--- src/hdl/timer_params.svh ---
`ifndef TIMER_PARAMS_SVH
`define TIMER_PARAMS_SVH

// register byte addresses
`define ADDR_CLOCK_LEVEL_CONTROL 8'h00
`define ADDR_FLAG_ENABLE_STATUS 8'h04
`define ADDR_UPPER_COUNT 8'h08
`define ADDR_LOWER_COUNT 8'h0C
`define ADDR_UPPER_COMPARE 8'h10
`define ADDR_LOWER_COMPARE 8'h14

// reset values
`define RST_CONTROL 8'h00
`define RST_STATUS 8'h00
`define RST_COUNT 8'h00
`define RST_COMPARE 8'hFF

// control field positions
`define BIT_UPPER_TOGGLE_LEVEL 7
`define BIT_UPPER_SPLIT 6
`define BIT_LOWER_TOGGLE_LEVEL 3

// status field positions
`define BIT_UPPER_OVERFLOW_FLAG 7
`define BIT_UPPER_MATCH_FLAG 6
`define BIT_UPPER_OVERFLOW_IRQ_ENABLE 5
`define BIT_UPPER_MATCH_CLEAR_ENABLE 4
`define BIT_LOWER_OVERFLOW_FLAG 3
`define BIT_LOWER_MATCH_FLAG 2
`define BIT_LOWER_OVERFLOW_IRQ_ENABLE 1
`define BIT_LOWER_MATCH_CLEAR_ENABLE 0
`define STATUS_WRITABLE_MASK 8'h33

// clock select codes
`define SEL_CASCADE_OR_EVENT 3'h0
`define SEL_DIV32 3'h4
`define SEL_DIV16 3'h5
`define SEL_DIV4 3'h6
`define SEL_SUB_DIV4 3'h7

// prescaler divide ratios
`define DIV_RATIO_32 32
`define DIV_RATIO_16 16
`define DIV_RATIO_4 4
`define SUB_DIV_RATIO 4

`endif

--- src/hdl/timer_pkg.sv ---
`include "timer_params.svh"

package timer_pkg;

  typedef struct packed {
    logic [7:0] ctrl;
    logic [7:0] stat;
    logic [3:0] seen;
    logic [7:0] upper_count;
    logic [7:0] lower_count;
    logic [7:0] upper_compare_value;
    logic [7:0] lower_compare_value;
    logic upper_toggle_pin;
    logic lower_toggle_pin;
    logic ev_prev;
    logic [7:0] rdata;
    logic upper_ovf_req;
    logic lower_ovf_req;
    logic upper_match_req;
    logic lower_match_req;
  } timer_state_t;

  typedef struct packed {
    logic [4:0] div_cnt;
    logic [1:0] sub_cnt;
    logic sub_prev;
    logic tick_div32;
    logic tick_div16;
    logic tick_div4;
    logic tick_sub_div4;
  } presc_state_t;

endpackage : timer_pkg

--- src/hdl/cascadable_timer_control_status.sv ---
// Operation
// - upper select 000 cascades on lower overflow
// - upper 100 div32, 111 subclock div4
// - lower level bit drives lower pin immediately
// - lower select 000 counts event edges
// - lower 100/101/110/111 give div32/16/4/sub4
// - event edge from external edge select
// - pin function switch may add count
// - software writes never set status flags
// - flag clears after read-one, write-zero
// - upper wrap sets upper overflow flag
// - upper match sets upper match flag
// - upper overflow request gated by enable
// - upper clear select clears on match
// - lower wrap sets lower overflow flag
// - lower match sets lower match flag in split mode only
// - lower overflow request gated by enable
// - status register resets to zero
// - lower clear select clears lower counter in split mode only
// - upper level bit drives upper pin immediately
// - control register write-only, resets zero
`timescale 1ns/1ps
`include "timer_params.svh"

module cascadable_timer_control_status
  import timer_pkg::*;
#(
  parameter int AW = 8,
  parameter int DW = 8
) (
  // clock and reset
  input wire logic clk,
  input wire logic rstn,
  // register port
  input wire logic [AW-1:0] addr,
  input wire logic [DW-1:0] wdata,
  input wire logic wr,
  input wire logic rd,
  output logic [DW-1:0] rdata,
  // pins and interrupt-controller side inputs
  input wire logic event_input_pin,
  input wire logic event_edge_select,
  input wire logic event_pin_function_select,
  input wire logic sub_clk_in,
  // outputs
  output logic upper_toggle_pin,
  output logic lower_toggle_pin,
  output logic upper_overflow_irq,
  output logic lower_overflow_irq,
  output logic upper_match_irq,
  output logic lower_match_irq
);

  logic [1:0] rst_sync_r;
  logic rst_n;

  always_ff @(posedge clk or negedge rstn) begin
    if (!rstn) begin
      rst_sync_r <= 2'b00;
    end else begin
      rst_sync_r <= {rst_sync_r[0], 1'b1};
    end
  end

  assign rst_n = rst_sync_r[1];

  logic tick_div32;
  logic tick_div16;
  logic tick_div4;
  logic tick_sub_div4;
  logic [3:0] rate_ticks;

  assign rate_ticks = {tick_sub_div4, tick_div4, tick_div16, tick_div32};

  clock_prescaler #(
    .DIV_W(5)
  ) u_presc (
    .clk(clk),
    .rst_n(rst_n),
    .sub_clk_in(sub_clk_in),
    .tick_div32(tick_div32),
    .tick_div16(tick_div16),
    .tick_div4(tick_div4),
    .tick_sub_div4(tick_sub_div4)
  );

  // map a clock select code to its count tick; rates passed in so callers see every change
  function automatic logic sel_tick(input logic [2:0] sel, input logic ev,
                                    input logic [3:0] rate);
    logic t;
    t = 1'b0;
    case (sel)
      `SEL_CASCADE_OR_EVENT: t = ev;
      `SEL_DIV32: t = rate[0];
      `SEL_DIV16: t = rate[1];
      `SEL_DIV4: t = rate[2];
      `SEL_SUB_DIV4: t = rate[3];
      default: t = 1'b0;
    endcase
    return t;
  endfunction : sel_tick

  timer_state_t s_r;
  timer_state_t s_nxt;

  logic split;
  logic ev_gated;
  logic ev_edge;
  logic l_tick;
  logic u_tick;
  logic l_match;
  logic j_match;
  logic u_match;
  logic l_clr;
  logic u_clr;
  logic l_wrap;
  logic u_wrap;
  logic wr_ctrl;
  logic wr_stat;
  logic rd_stat;
  logic [3:0] flag_evt;
  logic [3:0] flag_cur;
  logic [3:0] flag_wbit;

  assign split = s_r.ctrl[`BIT_UPPER_SPLIT];
  assign wr_ctrl = wr && (addr == `ADDR_CLOCK_LEVEL_CONTROL);
  assign wr_stat = wr && (addr == `ADDR_FLAG_ENABLE_STATUS);
  assign rd_stat = rd && (addr == `ADDR_FLAG_ENABLE_STATUS);

  // pin idles high while its function is off; a switch on while low makes a falling edge
  assign ev_gated = event_pin_function_select ? event_input_pin : 1'b1;
  assign ev_edge = event_edge_select ? (ev_gated && !s_r.ev_prev)
                                     : (!ev_gated && s_r.ev_prev);

  assign l_tick = sel_tick(s_r.ctrl[2:0], ev_edge, rate_ticks);
  assign l_match = l_tick && (s_r.lower_count == s_r.lower_compare_value);
  assign j_match = l_tick && ({s_r.upper_count, s_r.lower_count} ==
                              {s_r.upper_compare_value, s_r.lower_compare_value});
  assign l_clr = split ? (l_match && s_r.stat[`BIT_LOWER_MATCH_CLEAR_ENABLE])
                       : (j_match && s_r.stat[`BIT_UPPER_MATCH_CLEAR_ENABLE]);
  assign l_wrap = l_tick && (s_r.lower_count == 8'hFF) && !l_clr;
  // split mode: upper codes 1xx run on internal rates, 0xx give no tick
  assign u_tick = split ? sel_tick(s_r.ctrl[6:4], 1'b0, rate_ticks) : l_wrap;
  assign u_match = split ? (u_tick && (s_r.upper_count == s_r.upper_compare_value)) : j_match;
  assign u_clr = split ? (u_match && s_r.stat[`BIT_UPPER_MATCH_CLEAR_ENABLE]) : l_clr;
  assign u_wrap = u_tick && (s_r.upper_count == 8'hFF) && !u_clr;

  assign flag_evt = {u_wrap, u_match, l_wrap, l_match && split};
  assign flag_cur = {s_r.stat[`BIT_UPPER_OVERFLOW_FLAG], s_r.stat[`BIT_UPPER_MATCH_FLAG],
                     s_r.stat[`BIT_LOWER_OVERFLOW_FLAG], s_r.stat[`BIT_LOWER_MATCH_FLAG]};
  assign flag_wbit = {wdata[`BIT_UPPER_OVERFLOW_FLAG], wdata[`BIT_UPPER_MATCH_FLAG],
                      wdata[`BIT_LOWER_OVERFLOW_FLAG], wdata[`BIT_LOWER_MATCH_FLAG]};

  always_comb begin
    logic [3:0] flag_nxt;
    flag_nxt = flag_cur;
    s_nxt = s_r;
    s_nxt.ev_prev = ev_gated;

    // counters: hardware first, a software write overrides
    if (l_tick) begin
      s_nxt.lower_count = l_clr ? 8'h00 : s_r.lower_count + 8'h01;
    end
    if (u_tick || u_clr) begin
      s_nxt.upper_count = u_clr ? 8'h00 : s_r.upper_count + 8'h01;
    end
    if (wr && addr == `ADDR_UPPER_COUNT) begin
      s_nxt.upper_count = wdata;
    end
    if (wr && addr == `ADDR_LOWER_COUNT) begin
      s_nxt.lower_count = wdata;
    end
    if (wr && addr == `ADDR_UPPER_COMPARE) begin
      s_nxt.upper_compare_value = wdata;
    end
    if (wr && addr == `ADDR_LOWER_COMPARE) begin
      s_nxt.lower_compare_value = wdata;
    end

    // toggle pins: a compare match toggles, a control write sets the level
    if (u_match) begin
      s_nxt.upper_toggle_pin = !s_r.upper_toggle_pin;
    end
    if (l_match && split) begin
      s_nxt.lower_toggle_pin = !s_r.lower_toggle_pin;
    end
    if (wr_ctrl) begin
      s_nxt.ctrl = wdata;
      s_nxt.upper_toggle_pin = wdata[`BIT_UPPER_TOGGLE_LEVEL];
      s_nxt.lower_toggle_pin = wdata[`BIT_LOWER_TOGGLE_LEVEL];
    end

    // flags: zero write clears only after a read of one; a set wins
    if (wr_stat) begin
      flag_nxt = flag_cur & ~(~flag_wbit & s_r.seen);
      s_nxt.seen = 4'h0;
      s_nxt.stat = (s_r.stat & ~`STATUS_WRITABLE_MASK) | (wdata & `STATUS_WRITABLE_MASK);
    end else if (rd_stat) begin
      s_nxt.seen = s_r.seen | flag_cur;
    end
    flag_nxt = flag_nxt | flag_evt;
    s_nxt.stat[`BIT_UPPER_OVERFLOW_FLAG] = flag_nxt[3];
    s_nxt.stat[`BIT_UPPER_MATCH_FLAG] = flag_nxt[2];
    s_nxt.stat[`BIT_LOWER_OVERFLOW_FLAG] = flag_nxt[1];
    s_nxt.stat[`BIT_LOWER_MATCH_FLAG] = flag_nxt[0];

    // request pulses toward the interrupt controller
    s_nxt.upper_ovf_req = u_wrap && s_r.stat[`BIT_UPPER_OVERFLOW_IRQ_ENABLE];
    s_nxt.lower_ovf_req = l_wrap && s_r.stat[`BIT_LOWER_OVERFLOW_IRQ_ENABLE];
    s_nxt.upper_match_req = u_match;
    s_nxt.lower_match_req = l_match && split;

    // read data; the control register reads as zero
    s_nxt.rdata = 8'h00;
    if (rd) begin
      case (addr)
        `ADDR_FLAG_ENABLE_STATUS: s_nxt.rdata = s_r.stat;
        `ADDR_UPPER_COUNT: s_nxt.rdata = s_r.upper_count;
        `ADDR_LOWER_COUNT: s_nxt.rdata = s_r.lower_count;
        `ADDR_UPPER_COMPARE: s_nxt.rdata = s_r.upper_compare_value;
        `ADDR_LOWER_COMPARE: s_nxt.rdata = s_r.lower_compare_value;
        default: s_nxt.rdata = 8'h00;
      endcase
    end
  end

  always_ff @(posedge clk or negedge rst_n) begin
    if (!rst_n) begin
      s_r <= '0;
      s_r.ctrl <= `RST_CONTROL;
      s_r.stat <= `RST_STATUS;
      s_r.upper_count <= `RST_COUNT;
      s_r.lower_count <= `RST_COUNT;
      s_r.upper_compare_value <= `RST_COMPARE;
      s_r.lower_compare_value <= `RST_COMPARE;
      s_r.ev_prev <= 1'b1;
    end else begin
      s_r <= s_nxt;
    end
  end

  assign rdata = s_r.rdata;
  assign upper_toggle_pin = s_r.upper_toggle_pin;
  assign lower_toggle_pin = s_r.lower_toggle_pin;
  assign upper_overflow_irq = s_r.upper_ovf_req;
  assign lower_overflow_irq = s_r.lower_ovf_req;
  assign upper_match_irq = s_r.upper_match_req;
  assign lower_match_irq = s_r.lower_match_req;
endmodule : cascadable_timer_control_status

--- src/hdl/clock_prescaler.sv ---
`timescale 1ns/1ps
`include "timer_params.svh"

module clock_prescaler
  import timer_pkg::*;
#(
  parameter int DIV_W = 5
) (
  // clock and reset
  input wire logic clk,
  input wire logic rst_n,
  // subclock level, synchronous to clk
  input wire logic sub_clk_in,
  // one-cycle rate ticks
  output logic tick_div32,
  output logic tick_div16,
  output logic tick_div4,
  output logic tick_sub_div4
);

  presc_state_t s_r;
  presc_state_t s_nxt;

  always_comb begin
    s_nxt = s_r;
    s_nxt.div_cnt = s_r.div_cnt + 5'h01;
    s_nxt.tick_div32 = (32'(s_r.div_cnt) == `DIV_RATIO_32 - 1);
    s_nxt.tick_div16 = (32'(s_r.div_cnt[3:0]) == `DIV_RATIO_16 - 1);
    s_nxt.tick_div4 = (32'(s_r.div_cnt[1:0]) == `DIV_RATIO_4 - 1);
    s_nxt.sub_prev = sub_clk_in;
    s_nxt.tick_sub_div4 = 1'b0;
    // count subclock rising edges, tick every fourth
    if (sub_clk_in && !s_r.sub_prev) begin
      s_nxt.sub_cnt = s_r.sub_cnt + 2'h1;
      s_nxt.tick_sub_div4 = (32'(s_r.sub_cnt) == `SUB_DIV_RATIO - 1);
    end
  end

  always_ff @(posedge clk or negedge rst_n) begin
    if (!rst_n) begin
      s_r <= '0;
    end else begin
      s_r <= s_nxt;
    end
  end

  assign tick_div32 = s_r.tick_div32;
  assign tick_div16 = s_r.tick_div16;
  assign tick_div4 = s_r.tick_div4;
  assign tick_sub_div4 = s_r.tick_sub_div4;

endmodule : clock_prescaler

--- config.mk ---
export PLATFORM = sky130hd
export DESIGN_NAME = cascadable_timer_control_status
export DESIGN_NICKNAME = d
export VERILOG_FILES = /design/src/hdl/timer_pkg.sv /design/src/hdl/cascadable_timer_control_status.sv /design/src/hdl/clock_prescaler.sv
export VERILOG_INCLUDE_DIRS = /design/src /design/src/hdl
export SDC_FILE = /design/constraint.sdc
export NUM_CORES = 1
export LEC_CHECK = 0
export ABC_AREA = 1
export ABC_CLOCK_PERIOD_IN_PS = 4000
export BUFFER_PORTS_ARGS = -buffer_cell sky130_fd_sc_hd__buf_2
export CAP_MARGIN = 10
export CORE_AREA = 3 3 90 92
export DETAILED_ROUTE_END_ITERATION = 10
export DIE_AREA = 0 0 93 95
export PLACE_DENSITY = 0.78
export REMOVE_ABC_BUFFERS = 1
export SETUP_SLACK_MARGIN = 0.1
export SYNTH_ARGS = -nofsm -noshare
export SYNTH_HDL_FRONTEND = slang
export SYNTH_HIERARCHICAL = 1
export SYNTH_SLANG_ARGS = --single-unit
--- constraint.sdc ---
create_clock -name clk -period 4 [get_ports clk]
set_clock_uncertainty 0.05 [all_clocks]
set_input_delay 0 -clock clk [delete_from_list [all_inputs] [get_ports clk]]
set_output_delay 0 -clock clk [all_outputs]
set_load 0.05 [all_outputs]
==> results.md <==
Synthesis:
- The flip-flop and latch count after synthesis is between 70 and 80.
- The synthesized instance count is 515.
- The number of distinct library cells after synthesis is 43.
- The post-synthesis area per instance is between 8 and 9 um^2.
- Yosys mapped a number of flops with a built-in enable equal to 0.
- Ranked by instance count, the synthesized netlist is headed by nand2_1, inv_1, dfrtp_1.
- During synthesis, Yosys emitted a total of 6 warnings.
- Summing the sequential cell areas from Yosys gives 46.00% of the chip area.
- For this run, the leading register cell type out of synthesis is dfrtp_1.
- After synthesis, the cell types taking the most area are dfrtp_1, nand2_1, dfstp_2, inv_1, o22ai_1.
- dfrtp_1 takes more of the synthesized area than any other cell.
- After synthesis, the largest area contributor takes up around 36% of total cell area.
- The netlist area before placement is roughly 0.0043 mm^2.
- Counting flops with an async set or reset pin after synthesis yields a share of 100.0%.
- The dominant cell by count in the synthesized netlist is nand2_1.

Setup path:
- Tracing the worst setup path back leads to its startpoint at s_r[44].
- The capture point of the worst path is s_r[41].
- The data required time of the worst path is 4.26 ns.
- The capturing point of the worst reg2reg path is s_r[41].
- For flop-to-flop paths, the worst setup slack is between 1.5 and 2 ns.
- The kind of cell adding the most delay to the critical path is simple AND/OR/NAND/NOR gates.
- In this design, the stage delay of the slowest critical-path cell is 0.51 ns.
- The cell repeated most along the worst path is nand2_1.
- For the worst flop-to-flop path, the logic depth is 10.
- Of all nets on the critical path, the largest fanout is 11.
- The type of destination of the critical path is a flop.
- The worst register-to-register path begins at s_r[44].
- The number of buffers and inverters on the critical path is 0.
- The critical path is of the flop to flop type.
- The slowest stage cell on the critical path is dfrtp_1.
- The logic depth of the worst setup path including buffers is 10.
- The type of element launching the critical path is a flop.
- The critical path arrival is ~2.4 ns.
- The critical path goes through xor2_1 -> nor2_1 -> nand2_4 -> nor2_8 -> nand4_2 -> nand2_2 -> nor2_4 -> nand3_4 -> nand2_1 -> nand2_1.

Global routing:
- The met3 demand-to-capacity share in global routing is 6.534%.
- Entering global routing, the biggest net connects 78 pins.
- The wire length of the first global-routing pass is about 18,000 um.
- The number of global-route vias before repair was between 3,000 and 4,000.
- met2 is the most crowded layer.
- The number of antenna violations at the first check in global routing is 0.
- For this run, global-route usage on met2 was measured as 42.23%.
- The total overflow left after global routing is 0.
- The met1 track demand over resource is 33.52%.
- The overall track demand over capacity in global routing is between 20% and 30%.

Layout:
- The net count of the finished layout is between 500 and 600.
- The share of final-layout standard cells stronger than drive strength 1 is about a fifth.
- From synthesis to final layout, the design area changed by 13.80%.
- The repair_antennas step left the layout with diodes totalling 0.

Job:
- Max-cap violations in this run came to 0.

Detailed routing:
- The count of nets left with antenna violations once routing finished came out at 0.
- Dividing the detail-routed wire length by the instance count gives 15.73 um.
- In the routed layout, each cell is associated on average with a via count of between 5 and 6.
- Summing over every cut layer, the via total after detailed routing is 3,711.
- For this block, the initial DRC count from the detailed router was about 270.
- The first-pass iteration count of the detailed router is 5.
- The number of remaining DRC errors is 0.
- The final wirelength is between 10,000 and 15,000 um.

Clocking:
- The clock slew seen by the registers of the worst setup and hold paths is approximately 0.08 ns.
- Counting every sink on the clock net gives 79.
- The cell sitting at the root of the clock tree is a clkbuf_8.
- In this run, post-CTS repair resized a total of 0 instances.
- The clock latency on the worst-skew pair is 0.37 ns.
- The hold-fix buffer count after cts is 14.
- The post-CTS setup buffer count is 0.
- The clock tree synthesis step divided the H-tree into 3 levels.
- Buffers inserted during clock tree synthesis total 9.
- In this run the deepest clock path goes through 2 buffers.
- TritonCTS built the clock tree.

STA:
- The final-report hold violation count is 0.
- The maximum clock rate is around 470 MHz.
- Setup violations remaining at the end of the flow were counted as 0.
- The post-route minimum period is 2.138 ns.
- Setup repair after global routing left no endpoint under its margin.
- Hold timing on the final database bottoms out at a slack of between 0.04 and 0.05 ns.
- At the pin with the least slew margin, the transition time is ~0.97 ns.
- Headroom to the max-slew limit came out at between 30 and 40%.
- The max-slew violation count is 0.
- The aggregate negative setup slack is 0 ns.
- The post-route clock period utilization is 53.44%.

Die:
- The region available for standard cell placement spans about 0.0073 mm^2.
- The initial core utilization is approximately three fifths.
- The floorplan step set the die width to between 90 and 100 um.
- In this run the count of I/O pins placed on the die edge is 38.
- The number of cell rows is 31.
- The floorplan step defined a die boundary enclosing between 0.008 and 0.009 mm^2.
- In this run the vertical extent of the chip is ~95 um.

Worst hold path:
- In this run the worst hold path is classified as primary input to flop.

Status:
- The flow ran to the end, and the final reports show no timing, DRC or antenna violations.

Placement:
- The final weighted congestion of routability-driven global placement is between 0.9 and 1.
- Port buffering added 37 buffers.
- The HPWL after detailed placement is 7744 um.

Power and ir drop:
- The analysis attributes to cell leakage a power of 2.459 nW.
- The total power divided by cell area is ~430 mW/mm^2.
- IR analysis of the VDD net gives a maximum drop of ~0.31 mV.
## worst reg2reg max path: cells and delay by family (launching register included)
kind                      cells  cell delay, ns
and+or+nand+nor               9            1.34
DFF                           1            0.51
xor gates and xnor gates      1            0.19
## stage by stage
stage               setup WS (ns)  cells  power (mW)  instance area [um^2]  util [%]
floorplan                   1.617    500       1.249                  4238         -
global placement            1.972    636       1.349                  4551     62.41
detailed placement          1.920    636       1.365                  4551     62.41
CTS                         1.896    666       2.123                  4943     67.79
global route                1.611    666       2.217                  4943     67.79
finish                      1.862    666       2.116                  4943     67.79
## power by group
part	internal [mW]	switching, mW
clock	0.436	0.311
combinational	0.147	0.241
sequential	0.884	0.0967
total	1.47	0.649
## layout make-up
type | instances | area (um^2)
sequential | 79 | 2002
fill | 619 | 2349
clock buffer | 10 | 137.6
multi-input combinational | 344 | 1951
tap | 99 | 123.9
clock inverter | 6 | 115.1
inverter | 77 | 289.0
timing repair buffer | 51 | 325.3
## placed cells by master (no fill, tap or decap), drive strengths merged
cell,instances
a211oi,4
a21oi,10
and2,1
buf,37
bufinv,3
clkbuf,10
clkinv,1
clkinvlp,1
conb,1
dfrtp,62
dfstp,17
dlygate4sd3,14
ha,5
inv,78
mux2i,1
nand2,145
nand3,14
nand3b,1
nand4,26
nor2,39
nor3,8
o211ai,2
o21ai,28
o21bai,8
o22ai,24
o31ai,5
o32ai,1
or2,2
xnor2,2
xor2,17
## flip-flops by register name, indices dropped and copies added, names as in the netlist
signal	cells
u_presc/tick_div16	1
rdata	8
upper_toggle_pin	1
u_presc/tick_div4	1
upper_overflow_irq	1
u_presc/tick_sub_div4	1
u_presc/s_r	8
s_r	47
lower_toggle_pin	1
lower_match_irq	1
lower_overflow_irq	1
u_presc/tick_div32	1
upper_match_irq	1
rst_sync_r	2
flag_cur	4
## cells by family (layout without fill, tap and decap cells)
family                     count (synthesis)  count (layout)  share of synthesized area [%]
and+or+nand+nor                          236             236                          28.00
xor gates and xnor gates                  19              19                          3.831
DFF                                       79              79                          46.00
adders and majority gates                  5               5                          1.440
buffers and inverters                     92             144                          9.101
muxes                                      1               1                         0.2304
other                                      1               1                        0.08632
AOI/OAI and AO/OA                         82              82                          11.32
## per-layer routing
layer  up-vias  wire length, um
met2       147             4929
met3        21              807
met1      1783             4525
met4         0              216
li1       1760                -
met5         -                0
## how the worst min path moves through the flow
| stage | start | to | slack [ns] | cells past startpoint |
|---|---|---|---|---|
| floorplan | rstn | rst_sync_r[0] | -0.35 | 0 |
| CTS | wr | upper_toggle_pin | 0.04 | 4 |
| global route | wr | upper_toggle_pin | 0.09 | 4 |
| global placement | rstn | rst_sync_r[0] | -0.26 | 1 |
| detailed placement | rstn | rst_sync_r[0] | -0.26 | 1 |
| finish | wr | upper_toggle_pin | 0.05 | 4 |
Power figures use the tool's default switching activity.
